[config.mk]
export PLATFORM = sky130hd
export DESIGN_NAME = sba_arbiter
export DESIGN_NICKNAME = d
export VERILOG_FILES = /design/src/pkg/sba_pkg.sv /design/src/core/sba_arbiter.sv
export SDC_FILE = /design/constraint.sdc
export NUM_CORES = 1
export LEC_CHECK = 0
export BUFFER_PORTS_ARGS = -buffer_cell sky130_fd_sc_hd__buf_2
export CAP_MARGIN = 20
export CORE_MARGIN = 4
export CORE_UTILIZATION = 54
export DETAILED_ROUTE_END_ITERATION = 12
export PLACE_DENSITY = 0.82
export SYNTH_ARGS = -nofsm -noshare
export SYNTH_HDL_FRONTEND = slang
export SYNTH_SLANG_ARGS = --single-unit
[constraint.sdc]
create_clock -name mclk_i -period 3.7 [get_ports mclk_i]
set_input_delay 0.185 -clock mclk_i [delete_from_list [all_inputs] [get_ports mclk_i]]
set_output_delay 0.185 -clock mclk_i [all_outputs]
set_load 0.05 [all_outputs]
[src/pkg/sba_pkg.sv]
// sba_pkg: constants and types shared by the burst access arbiter.
// assumes a 32-bit byte-addressed processor bus and a 16K-word memory.
package sba_pkg;

   localparam int SBA_ADDR_W = 32;
   localparam int SBA_DATA_W = 32;
   // block select sits on the three top address bits
   localparam int SBA_SEL_HI = 31;
   localparam int SBA_SEL_LO = 29;
   localparam logic [2:0] SBA_INSTR_BASE = 3'h0;
   localparam logic [2:0] SBA_DATA_BASE = 3'h4;
   // word address: byte bits dropped, low part counts, high part loads
   localparam int SBA_WORD_LSB = 2;
   localparam int SBA_COUNT_W = 8;
   localparam int SBA_UPPER_W = 6;
   localparam int SBA_MEM_AW = SBA_COUNT_W + SBA_UPPER_W;
   localparam int SBA_FIFO_DEPTH = 16;
   localparam int SBA_OR_INPUTS = 7;
   localparam int SBA_PEERS = SBA_OR_INPUTS - 1;

   typedef enum logic [2:0] {
      SBA_IDLE = 3'b001,
      SBA_IACC = 3'b010,
      SBA_DACC = 3'b100
   } sba_state_t;

endpackage

[src/core/sba_arbiter.sv]
// sba_arbiter: burst acknowledge state machine, address load/count,
// ready generation, response merge and a fetch word fifo.
// assumes all processor pins are synchronous to mclk_i.
//
// Contract
// - merge all blocks' responses through active-low OR, seven inputs each
// - data ready merge output enabled only while test control is inactive
// - acknowledge only for valid, selected, instruction/data space requests
// - three states: idle, instruction access, data access
// - data access preempts an instruction burst after one idle cycle
// - idle is default; both burst acknowledges inactive there
// - preempted instruction burst passes one idle cycle before data access
// - instruction match: request, type low, top bits 000, no test, fifo room
// - data match: request, both types low, top bits 100, no test
// - instruction window at zero, data window at a different base
// - instruction state exits on data match or foreign instruction request
// - data state exits on instr match without prior burst, or foreign data
// - instruction acknowledge registered, set on match without data ack
// - data acknowledge registered, set on match without instruction ack or match
// - load captures new address on the next clock edge
// - load combinational, blocked by opposite ack or prior same-type load
// - counter increments on continued burst, never after bus invalid
// - ready after qualified load or continued burst, blocked by bus invalid
`timescale 1ns/100ps

module sba_fifo #(
   parameter int WIDTH = 32,
   parameter int DEPTH = 16
) (
   input wire logic mclk_i,
   input wire logic reset_n_i,
   input wire logic [WIDTH-1:0] in_data_i,
   input wire logic in_valid_i,
   output logic in_ready_o,
   output logic [$clog2(DEPTH+1)-1:0] level_o,
   output logic [WIDTH-1:0] out_data_o,
   output logic out_valid_o,
   input wire logic out_ready_i
);
   localparam int PW = $clog2(DEPTH);
   localparam int LW = $clog2(DEPTH+1);
   localparam logic [PW-1:0] PTR_LAST = PW'(DEPTH-1);
   localparam logic [LW-1:0] LVL_FULL = LW'(DEPTH);

   logic [WIDTH-1:0] mem_r [DEPTH];
   logic [PW-1:0] wr_r, wr_nxt, rd_r, rd_nxt;
   logic [LW-1:0] lvl_r, lvl_nxt;
   logic push, pop;

   if (DEPTH < 2 || (1 << PW) != DEPTH) begin : g_bad_depth
      $error("sba_fifo: depth must be a power of two, at least 2");
   end

   assign in_ready_o = (lvl_r != LVL_FULL);
   assign out_valid_o = (lvl_r != '0);
   assign out_data_o = mem_r[rd_r];
   assign level_o = lvl_r;
   assign push = in_valid_i & in_ready_o;
   assign pop = out_valid_o & out_ready_i;

   always_comb begin
      wr_nxt = push ? ((wr_r == PTR_LAST) ? '0 : wr_r + 1'b1) : wr_r;
      rd_nxt = pop ? ((rd_r == PTR_LAST) ? '0 : rd_r + 1'b1) : rd_r;
      lvl_nxt = lvl_r;
      if (push && !pop) begin
         lvl_nxt = lvl_r + 1'b1;
      end else if (pop && !push) begin
         lvl_nxt = lvl_r - 1'b1;
      end
   end

   always_ff @(posedge mclk_i or negedge reset_n_i) begin
      if (!reset_n_i) begin
         wr_r <= '0;
         rd_r <= '0;
         lvl_r <= '0;
      end else begin
         wr_r <= wr_nxt;
         rd_r <= rd_nxt;
         lvl_r <= lvl_nxt;
      end
   end

   // storage has no reset; only entries behind valid are read
   genvar g;
   generate
      for (g = 0; g < DEPTH; g++) begin : g_ent
         always_ff @(posedge mclk_i) begin
            if (push && wr_r == PW'(g)) begin
               mem_r[g] <= in_data_i;
            end
         end
      end
   endgenerate
endmodule // sba_fifo

////////////////////////////////////////////////////////////////////////////

module sba_arbiter #(
   parameter int PEERS = sba_pkg::SBA_PEERS,
   parameter int FIFO_DEPTH = sba_pkg::SBA_FIFO_DEPTH
) (
   input wire logic mclk_i,
   input wire logic reset_n_i,
   input wire logic instr_request_i,
   input wire logic instr_space_type_i,
   input wire logic data_request_i,
   input wire logic data_space_type_lo_i,
   input wire logic data_space_type_hi_i,
   input wire logic [sba_pkg::SBA_ADDR_W-1:0] addr_i,
   input wire logic test_takeover_i,
   input wire logic instr_burst_req_i,
   input wire logic data_burst_req_i,
   input wire logic bus_invalid_i,
   input wire logic [PEERS-1:0] peer_instr_ready_nxt_n_i,
   input wire logic [PEERS-1:0] peer_data_ready_nxt_n_i,
   input wire logic [sba_pkg::SBA_DATA_W-1:0] sram_rdata_i,
   input wire logic fetch_ready_i,
   output logic instr_burst_ack_o,
   output logic data_burst_ack_o,
   output logic instr_ready_resp_n_o,
   output logic data_ready_resp_n_o,
   output logic data_ready_oe_n_o,
   output logic [sba_pkg::SBA_MEM_AW-1:0] mem_addr_o,
   output logic [sba_pkg::SBA_DATA_W-1:0] fetch_data_o,
   output logic fetch_valid_o
);
   import sba_pkg::*;

   localparam int LW = $clog2(FIFO_DEPTH+1);
   localparam logic [LW-1:0] ROOM_MAX = LW'(FIFO_DEPTH-1);

   if (PEERS < 1 || PEERS > SBA_PEERS) begin : g_bad_peers
      $error("sba_arbiter: peer count outside one OR gate");
   end

   sba_state_t state_r, state_nxt;
   logic instr_load_delayed_r, instr_load_delayed_nxt;
   logic data_load_delayed_r, data_load_delayed_nxt;
   logic instr_burst_req_d_r, data_burst_req_delayed_r, bus_invalid_d_r;
   logic [SBA_COUNT_W-1:0] count_r, count_nxt;
   logic [SBA_UPPER_W-1:0] upper_r, upper_nxt;
   logic instr_ready_own_r, instr_ready_own_nxt, data_ready_own_nxt;
   logic instr_resp_n_r, instr_resp_n_nxt, data_resp_n_r, data_resp_n_nxt;
   logic data_oe_n_r, instr_burst_ack, data_burst_ack;
   logic instr_block_match, data_block_match;
   logic instr_exit_term, data_exit_term;
   logic addr_load, addr_increment, fifo_room;
   logic [LW-1:0] fifo_level;
   logic [SBA_SEL_HI-SBA_SEL_LO:0] sel;

   ////////////////////////////////////////////////////////////////////////
   // match and exit terms

   assign instr_burst_ack = (state_r == SBA_IACC);
   assign data_burst_ack = (state_r == SBA_DACC);
   assign sel = addr_i[SBA_SEL_HI:SBA_SEL_LO];
   // keep two slots free: a word may already be on its way in
   assign fifo_room = (fifo_level < ROOM_MAX);
   assign instr_block_match = instr_request_i & ~instr_space_type_i
              & (sel == SBA_INSTR_BASE) & ~test_takeover_i
              & fifo_room;
   assign data_block_match = data_request_i & ~data_space_type_lo_i
              & ~data_space_type_hi_i
              & (sel == SBA_DATA_BASE) & ~test_takeover_i;
   assign instr_exit_term = data_block_match
              | (instr_request_i & ~instr_block_match);
   assign data_exit_term = (instr_block_match & ~data_burst_req_delayed_r)
              | (data_request_i & ~data_block_match);

   ////////////////////////////////////////////////////////////////////////
   // burst acknowledge state machine

   always_comb begin
      state_nxt = state_r;
      unique case (state_r)
         SBA_IDLE: begin
            // instruction wins a tie; the pair never both ack
            if (instr_block_match) begin
               state_nxt = SBA_IACC;
            end else if (data_block_match) begin
               state_nxt = SBA_DACC;
            end
         end
         SBA_IACC: begin
            // preemption drops to idle, never straight to data access
            if (instr_exit_term) begin
               state_nxt = SBA_IDLE;
            end
         end
         SBA_DACC: begin
            if (data_exit_term) begin
               state_nxt = SBA_IDLE;
            end
         end
         default: state_nxt = SBA_IDLE;
      endcase
   end

   always_ff @(posedge mclk_i or negedge reset_n_i) begin
      if (!reset_n_i) begin
         state_r <= SBA_IDLE;
      end else begin
         state_r <= state_nxt;
      end
   end

   ////////////////////////////////////////////////////////////////////////
   // address load and count

   assign addr_load = (~data_burst_ack & instr_request_i
                       & ~instr_load_delayed_r)
                    | (~instr_burst_ack & data_request_i
                       & ~data_load_delayed_r);
   assign addr_increment = (instr_burst_req_d_r & ~bus_invalid_d_r
                            & instr_burst_ack)
                         | (data_burst_req_delayed_r & ~bus_invalid_d_r
                            & data_burst_ack);

   always_comb begin
      instr_load_delayed_nxt = ~data_burst_ack & instr_block_match
                             & ~instr_load_delayed_r;
      data_load_delayed_nxt = ~instr_burst_ack & data_block_match
                            & ~data_load_delayed_r;
      count_nxt = count_r;
      upper_nxt = upper_r;
      if (addr_load) begin
         count_nxt = addr_i[SBA_WORD_LSB +: SBA_COUNT_W];
         upper_nxt = addr_i[SBA_WORD_LSB+SBA_COUNT_W +: SBA_UPPER_W];
      end else if (addr_increment) begin
         count_nxt = count_r + 1'b1;
      end
   end

   always_ff @(posedge mclk_i or negedge reset_n_i) begin
      if (!reset_n_i) begin
         instr_load_delayed_r <= 1'b0;
         data_load_delayed_r <= 1'b0;
         instr_burst_req_d_r <= 1'b0;
         data_burst_req_delayed_r <= 1'b0;
         bus_invalid_d_r <= 1'b0;
         count_r <= '0;
         upper_r <= '0;
      end else begin
         instr_load_delayed_r <= instr_load_delayed_nxt;
         data_load_delayed_r <= data_load_delayed_nxt;
         instr_burst_req_d_r <= instr_burst_req_i;
         data_burst_req_delayed_r <= data_burst_req_i;
         bus_invalid_d_r <= bus_invalid_i;
         count_r <= count_nxt;
         upper_r <= upper_nxt;
      end
   end

   ////////////////////////////////////////////////////////////////////////
   // ready and merged responses
   // ready is built one cycle early from the next values of its terms so
   // the pins come from flops with the same timing as the gate form

   always_comb begin
      instr_ready_own_nxt = (instr_load_delayed_nxt & ~bus_invalid_i)
         | (instr_burst_req_i & ~bus_invalid_i & instr_burst_ack);
      data_ready_own_nxt = (data_load_delayed_nxt & ~bus_invalid_i)
         | (data_burst_req_i & ~bus_invalid_i & data_burst_ack);
      // negative-logic OR: any low input drives the line low
      instr_resp_n_nxt = ~instr_ready_own_nxt
                       & (&peer_instr_ready_nxt_n_i);
      data_resp_n_nxt = ~data_ready_own_nxt
                      & (&peer_data_ready_nxt_n_i);
   end

   always_ff @(posedge mclk_i or negedge reset_n_i) begin
      if (!reset_n_i) begin
         instr_ready_own_r <= 1'b0;
         instr_resp_n_r <= 1'b1;
         data_resp_n_r <= 1'b1;
         data_oe_n_r <= 1'b1;
      end else begin
         instr_ready_own_r <= instr_ready_own_nxt;
         instr_resp_n_r <= instr_resp_n_nxt;
         data_resp_n_r <= data_resp_n_nxt;
         // test hardware owns the data ready line while takeover is high
         data_oe_n_r <= test_takeover_i;
      end
   end

   ////////////////////////////////////////////////////////////////////////
   // fetched words: each own instruction ready pushes the memory word unless the fifo is full

   sba_fifo #(
      .WIDTH(SBA_DATA_W),
      .DEPTH(FIFO_DEPTH)
   ) u_fifo (
      .mclk_i(mclk_i),
      .reset_n_i(reset_n_i),
      .in_data_i(sram_rdata_i),
      .in_valid_i(instr_ready_own_r),
      .in_ready_o(),
      .level_o(fifo_level),
      .out_data_o(fetch_data_o),
      .out_valid_o(fetch_valid_o),
      .out_ready_i(fetch_ready_i)
   );

   assign instr_burst_ack_o = state_r[1];
   assign data_burst_ack_o = state_r[2];
   assign instr_ready_resp_n_o = instr_resp_n_r;
   assign data_ready_resp_n_o = data_resp_n_r;
   assign data_ready_oe_n_o = data_oe_n_r;
   assign mem_addr_o = {upper_r, count_r};

endmodule // sba_arbiter

Yosys cells after proc, flatten, opt, wreduce, memory -nomap -nowiden
Memories as Yosys holds them, arrays and structs flattened.
Index checks and enable logic that the tools add are counted.
- memory bits (writable): 512
- output and inout bits: 52
- register bits: 39
- memories kept: 1
- add/sub/neg operators: 5
- muxes and demuxes: 88
- bitwise gates (word level): 54
- eq/ne operators: 24
- magnitude comparators: 1
- reductions and logical operators: 43
- memories (memory ; depth ; bits a word ; rd ports ; clocked after memory_dff ; wr ports ; RTL line ; text):
    u_fifo.mem_r ; 16 ; 32 ; 1 ; 0 ; 1 ; sba_arbiter.sv:45 ; logic [WIDTH-1:0] mem_r [DEPTH];
- operators with widths (kind ; number):
    $mux W32 ; 15
    $reduce_or A32 Y1 ; 15
    $mux W4 ; 17
    $mux W1 ; 47
    $eq A4 B4 Y1 const B ; 9
    $and A1 B1 Y1 ; 33
    $logic_and A1 B1 Y1 ; 18
    $eq A4 B3 Y1 const B ; 4
    $mux W8 ; 2
    $not A1 Y1 ; 15
    $mux W3 ; 4
    $reduce_and A6 Y1 ; 2
    $mux W5 ; 2
    $pmux W3 S3 ; 1
    $add A4 B1 Y4 const B ; 2
    $add A8 B1 Y8 const B ; 1
    $eq A4 B2 Y1 const B ; 2
    $eq A3 B3 Y1 const B ; 2
    $or A1 B1 Y1 ; 6
    $add A5 B1 Y5 const B ; 1
    $lt A5 B4 Y1 const B ; 1
    $ne A5 B5 Y1 const B ; 1
    $reduce_bool A5 Y1 ; 1
    $sub A5 B1 Y5 const B ; 1
    10 further kinds ; 13

Longest topological paths before layout
- depth after elaboration: 21
- mapped depth: 10

Cells and area by module
Synthesis repeated with hierarchy kept, for this count alone.
- cell total of the unflattened synthesis: 1065
- area total of the unflattened synthesis: 21720.8 um2
- modules (own cells, without submodules) (module ; times used ; seq. area each (um2) ; area each (um2) ; cells each):
    sba_fifo ; 1 ; 15700.1 ; 20448.4 ; 950
    sba_arbiter ; 1 ; 655.6 ; 1272.5 ; 115

Worst setup path before layout
Ideal clock, no wire load.
- path kind: reg2reg
- start: register u_fifo.lvl_r[0] (netlist: u_fifo.level_o[0])
- end: memory u_fifo.mem_r[0][0] (enable)
- path buffers: 1
- stages on the path, launching flop included: 6
- required time: 3.239 ns
- slack: -0.128 ns
- arrival time: 3.367 ns
- cell sequence: dfrtp_1 > nor4_1 > a21boi_0 > clkbuf_1 > nand2_1 > nor3_1
- word-level cells in the longest chain between the ends: 21
- elaborated cells between the ends (all ways): 95
- those cells by class: eq/ne: 1; mux: 62; bitwise: 1; reduce/logical: 31
- ends and longest elaborated chain (item ; RTL line ; text):
    from (decl) ; sba_arbiter.sv:47 ; logic [LW-1:0] lvl_r, lvl_nxt;
    from (signal assigned) ; sba_arbiter.sv:80 ; lvl_r <= lvl_nxt;
    $ne A5 B5 Y1 * ; sba_arbiter.sv:54 ; assign in_ready_o = (lvl_r != LVL_FULL);
    $and A1 B1 Y1 * ; sba_arbiter.sv:58 ; assign push = in_valid_i & in_ready_o;
    via u_fifo.push ; sba_arbiter.sv:48 ; logic push, pop;
    $logic_and A1 B1 Y1 ; sba_arbiter.sv:89 ; if (push && wr_r == PW'(g)) begin
    $mux W1 ; sba_arbiter.sv:89 ;
    $mux W1 (implied by the code) ; sba_arbiter.sv:90 ; mem_r[g] <= in_data_i;
    $reduce_or A32 Y1 (no source line) ; n/a ;
    $mux W4 (no source line) or $mux W1 (tied branches) (15 in a row) ; n/a ;
    to (decl) ; sba_arbiter.sv:45 ;
The timed path passes the listed nets; every way through them passes the cells marked *.

Final worst setup path
- start: register u_fifo.rd_r[0]
- end: output fetch_data_o[21] (netlist name)
- word-level cells in the longest chain between the ends: 1
- ends and longest elaborated chain (item ; RTL line ; text):
    from (decl) ; sba_arbiter.sv:46 ; logic [PW-1:0] wr_r, wr_nxt, rd_r, rd_nxt;
    from (signal assigned) ; sba_arbiter.sv:79 ; rd_r <= rd_nxt;
    $mem_v2 Z16 W32 ; n/a ;
    to (decl) ; sba_arbiter.sv:125 ; output logic [sba_pkg::SBA_DATA_W-1:0] fetch_data_o,
Every way passes these cells.

==> out/summary.json <==
{
  "fp.coreArea": {"value": 38800, "unit": "µm²"},
  "grt_use_total": {"value": 24.7, "unit": "%"},
  "fin_skew": {"value": 0.0151, "unit": "ns"},
  "yosys_warnings": {"value": 0},
  "layout.nets": {"value": 1243},
  "topRoutingLayerUsed": {"value": "met4"},
  "largest_net_degree_at_the_start_of_global_routing": {"value": 57},
  "worstPathBufferInverterCount": {"value": 2},
  "total_met3_wirelength_after_detailed_routing": {"value": 4590, "unit": "µm"},
  "critical_path.max_stage_delay": {"value": 0.94, "unit": "ns"},
  "detailedRoute.firstIterationViolations": {"value": 1220},
  "dieArea": {"value": 42600, "unit": "µm²"},
  "finalSetupViolCount": {"value": 0},
  "hold_viol_final": {"value": 0},
  "final_design_area_no_fill": {"value": 25300, "unit": "µm²"},
  "grt_overflow": {"value": 0},
  "setup_tns": {"value": 0, "unit": "ns"},
  "critPathRequiredTime": {"value": 3.51, "unit": "ns"},
  "r2r.worst_path.cells": {"value": 6},
  "detail_route.drc_violations": {"value": 0},
  "io-pin-count": {"value": 140},
  "end_kind": {"value": "primary output"},
  "num_rows": {"value": 72},
  "flop_and_latch_count_out_of_synthesis": {"value": 551},
  "post-route-min-period": {"value": 3.43, "unit": "ns"},
  "actual_slew_at_the_worst_max_slew_pin": {"value": 0.912, "unit": "ns"},
  "clock_latency": {"value": 0.59, "unit": "ns"},
  "crit_type": {"value": "flop to primary output"},
  "grt_pass1_wl": {"value": 75900, "unit": "µm"},
  "ys_seq_area_share": {"value": 76.9, "unit": "%"},
  "cts_inserted_buffers": {"value": 53},
  "worst_setup_path_start_kind": {"value": "flop"},
  "via_count": {"value": 10787},
  "initial_cell_density_of_the_core": {"value": 54.8, "unit": "%"},
  "max_clock_freq": {"value": 0.291, "unit": "GHz"},
  "place_hpwl": {"value": 25200, "unit": "µm"},
  "rr_endpoint": {"value": "instr_ready_resp_n_o$_DFF_PN1_"},
  "viasPerCell": {"value": 6.33},
  "synth_cell_types": {"value": 52},
  "drv_cap": {"value": 0},
  "slew_violations": {"value": 0},
  "critical_path_depth": {"value": 4},
  "endpoint_of_the_most_critical_setup_path": {"value": "fetch_data_o[21]"},
  "detail_route.wl_per_cell": {"value": 29.9, "unit": "µm"},
  "route.antenna.remaining_nets": {"value": 0},
  "p_total": {"value": 18.0, "unit": "mW"},
  "clk_tree_root_cell": {"value": "sky130_fd_sc_hd__clkbuf_16"},
  "crit-reg2reg-launch": {"value": "u_fifo.level_o[4]$_DFFE_PN0P_"},
  "critical_path_arrival": {"value": 3.25, "unit": "ns"},
  "reg2reg_slack": {"value": 0.76, "unit": "ns"},
  "cells_traversed_along_the_worst_timing_path": {"value": "buf_4 -> mux4_2 -> mux4_2 -> buf_2"},
  "met2_wirelength": {"value": 26500, "unit": "µm"},
  "die_w": {"value": 206, "unit": "µm"},
  "cts_htree_levels": {"value": 2},
  "ys_dominant_reg_cell": {"value": "sky130_fd_sc_hd__edfxtp_1"},
  "netlist_top_cells_area": {"value": "sky130_fd_sc_hd__edfxtp_1, sky130_fd_sc_hd__mux4_2, sky130_fd_sc_hd__dfrtp_1"},
  "critPathSlowestCell": {"value": "sky130_fd_sc_hd__dfrtp_4"},
  "power.ir.vdd_worst": {"value": 397, "unit": "µV"},
  "status": {"value": "complete, no violations"},
  "placement.io_buffers": {"value": 124},
  "drt-pass1-iter-count": {"value": 5},
  "layout-drive-gt1-share": {"value": 35.8, "unit": "%"},
  "synthesis.area_per_instance": {"value": 23.3, "unit": "µm²"},
  "worst_path_dominant_cell_family": {"value": "multiplexers"},
  "min_period_over_period": {"value": 92.8, "unit": "%"},
  "clkTransAtPathRegs": {"value": 0.07, "unit": "ns"},
  "place_congestion": {"value": 0.766},
  "number_of_flops_mapped_to_enable_cells_by_yosys": {"value": 512},
  "cts.path.max_buffers": {"value": 3},
  "startpoint": {"value": "u_fifo.rd_r[0]$_DFFE_PN0P_"},
  "synth_top_area_share": {"value": 72.3, "unit": "%"},
  "total_leakage_power": {"value": 8.33, "unit": "nW"},
  "powerDensity": {"value": 712, "unit": "nW/µm²"},
  "slew-limit-headroom": {"value": 39.2, "unit": "%"},
  "die_height": {"value": 206, "unit": "µm"},
  "synthDominantAreaCellType": {"value": "sky130_fd_sc_hd__edfxtp_1"},
  "critPathMaxFanout": {"value": 39},
  "grt_antenna_before_repair": {"value": 1},
  "post_synth_instance_area": {"value": 21300, "unit": "µm²"},
  "cts_tree": {"value": "built"},
  "async_reset_ff_share": {"value": 7.08, "unit": "%"},
  "numClockSinks": {"value": 551},
  "hold_path.class": {"value": "input pin to flop"},
  "synthesis.nets": {"value": 1012},
  "number_of_global_route_vias_before_repair": {"value": 11654},
  "synthesis.instances": {"value": 913},
  "grt_setup_unrepaired": {"value": "false"},
  "detail_route.wirelength": {"value": 51100, "unit": "µm"},
  "cell_area_after_placement": {"value": 22800, "unit": "µm²"},
  "postCtsSetupRepairBufs": {"value": 0},
  "met1Wirelength": {"value": 18500, "unit": "µm"},
  "syn2layout_area_growth": {"value": 19.0, "unit": "%"},
  "critPathMostFrequentCell": {"value": "sky130_fd_sc_hd__mux4_2"}
}
## power breakdown
group / switching (mW) / internal [mW] / leakage (nW)
Sequential: 0.383 / 6.88 / 5.07
Combinational: 2.88 / 2.27 / 2.39
Clock: 2.32 / 3.28 / 0.870
## synthesized netlist by cell type, drive strengths merged (7+ instances only)
library cell and number:
buf 23, clkbuf 23, dfrtp 35, edfxtp 512, ha 10, mux2 8, mux4 160, nand2 19
nor2 16, nor3 7, o21ai 14, xor2 8
## sequential cells by signal, indices dropped and copies added, names as in the netlist, 3 cells and up
name,count
u_fifo.mem_r,512
count_r,8
upper_r,6
u_fifo.level_o,5
u_fifo.rd_r,4
u_fifo.wr_r,4
state_r,3
## timing repair
item	in CTS	in global routing
endpoints found under the hold margin	573	0
hold buffers	65	0
resized for setup	0	0
## stage by stage
step / hold WS [ns] / util, % / setup slack (ns) / cells
2_1_floorplan: -0.111 / - / 0.142 / 913
3_3_place_gp: 0.302 / 58.8 / 0.864 / 1541
3_5_place_dp: 0.305 / 58.8 / 0.821 / 1541
4_1_cts: 0.0428 / 65.1 / 0.186 / 1703
5_1_grt: 0.0807 / 65.2 / 0.0987 / 1704
6_report: 0.0780 / 65.2 / 0.267 / 1705
## routing by layer
metal / track usage [%] / vias up
met4: 7.65 / 0
met5: 0 / -
met1: 32.4 / 5654
met3: 5.15 / 104
met2: 42.0 / 682
li1: - / 4347
## cell families after synthesis
logic type | after synthesis | synth area share, %
flip-flops | 551 | 76.9
multiplexers | 170 | 17.5
AND/OR/NAND/NOR | 75 | 1.86
buffers and inverters | 52 | 1.28
AO/OA/AOI/OAI | 42 | 1.35
XOR/XNOR | 12 | 0.494
adder cells (fa/ha/maj) | 11 | 0.682
## worst min path at each step
stage / start / endpoint / depth (start not counted)
after floorplan: reset_n_i / bus_invalid_d_r$_DFF_PN0_ / 0
after global placement: test_takeover_i / data_ready_oe_n_o$_DFF_PN1_ / 1
after detailed placement: test_takeover_i / data_ready_oe_n_o$_DFF_PN1_ / 1
after CTS: addr_i[31] / state_r[0]$_DFFE_PN1P_ / 5
after global routing: addr_i[31] / state_r[2]$_DFFE_PN0P_ / 4
final: addr_i[31] / state_r[2]$_DFFE_PN0P_ / 4
## worst min-delay path: stages
cell and delay (ns):
sky130_fd_sc_hd__buf_2 0.09, sky130_fd_sc_hd__nor4b_1 0.07, sky130_fd_sc_hd__nand4b_1 0.09, sky130_fd_sc_hd__a32o_1 0.18
## layout make-up
class	count	area, µm²
tap	518	648
clock inverter	39	424
clock buffer	58	1370
antenna	1	2.50
multi-input combinational	310	4780
fill	2353	13500
timing repair buffer	222	1710
inverter	6	22.5
sequential	551	16400
## cell usage in the layout (no fill, tap or decap), types with 3 or more instances in the layout
cell / instances
sky130_fd_sc_hd__nand2b_1: 5
sky130_fd_sc_hd__nor3_4: 3
sky130_fd_sc_hd__bufinv_16: 9
sky130_fd_sc_hd__dlygate4sd3_1: 65
sky130_fd_sc_hd__xor2_1: 8
sky130_fd_sc_hd__buf_4: 18
sky130_fd_sc_hd__xnor2_1: 4
sky130_fd_sc_hd__o211ai_1: 4
sky130_fd_sc_hd__inv_1: 6
sky130_fd_sc_hd__nor3b_1: 3
sky130_fd_sc_hd__nor3_1: 3
sky130_fd_sc_hd__dfstp_2: 4
sky130_fd_sc_hd__buf_12: 15
sky130_fd_sc_hd__and4_1: 3
sky130_fd_sc_hd__nand4_1: 3
sky130_fd_sc_hd__nand2_1: 19
sky130_fd_sc_hd__mux4_2: 160
sky130_fd_sc_hd__a21o_1: 4
sky130_fd_sc_hd__clkinv_1: 14
sky130_fd_sc_hd__nand3_1: 4
sky130_fd_sc_hd__edfxtp_1: 512
sky130_fd_sc_hd__nor2_4: 12
sky130_fd_sc_hd__clkinvlp_4: 4
sky130_fd_sc_hd__nor2_1: 4
sky130_fd_sc_hd__ha_1: 10
sky130_fd_sc_hd__mux2_2: 3
sky130_fd_sc_hd__a21oi_1: 4
sky130_fd_sc_hd__clkbuf_16: 54
sky130_fd_sc_hd__and3_1: 3
sky130_fd_sc_hd__clkbuf_1: 4
sky130_fd_sc_hd__clkinv_2: 11
sky130_fd_sc_hd__buf_2: 124
sky130_fd_sc_hd__o21ai_0: 12
sky130_fd_sc_hd__mux2_1: 5
sky130_fd_sc_hd__dfrtp_1: 31
Note: power is estimated with default switching activity, not from simulation.
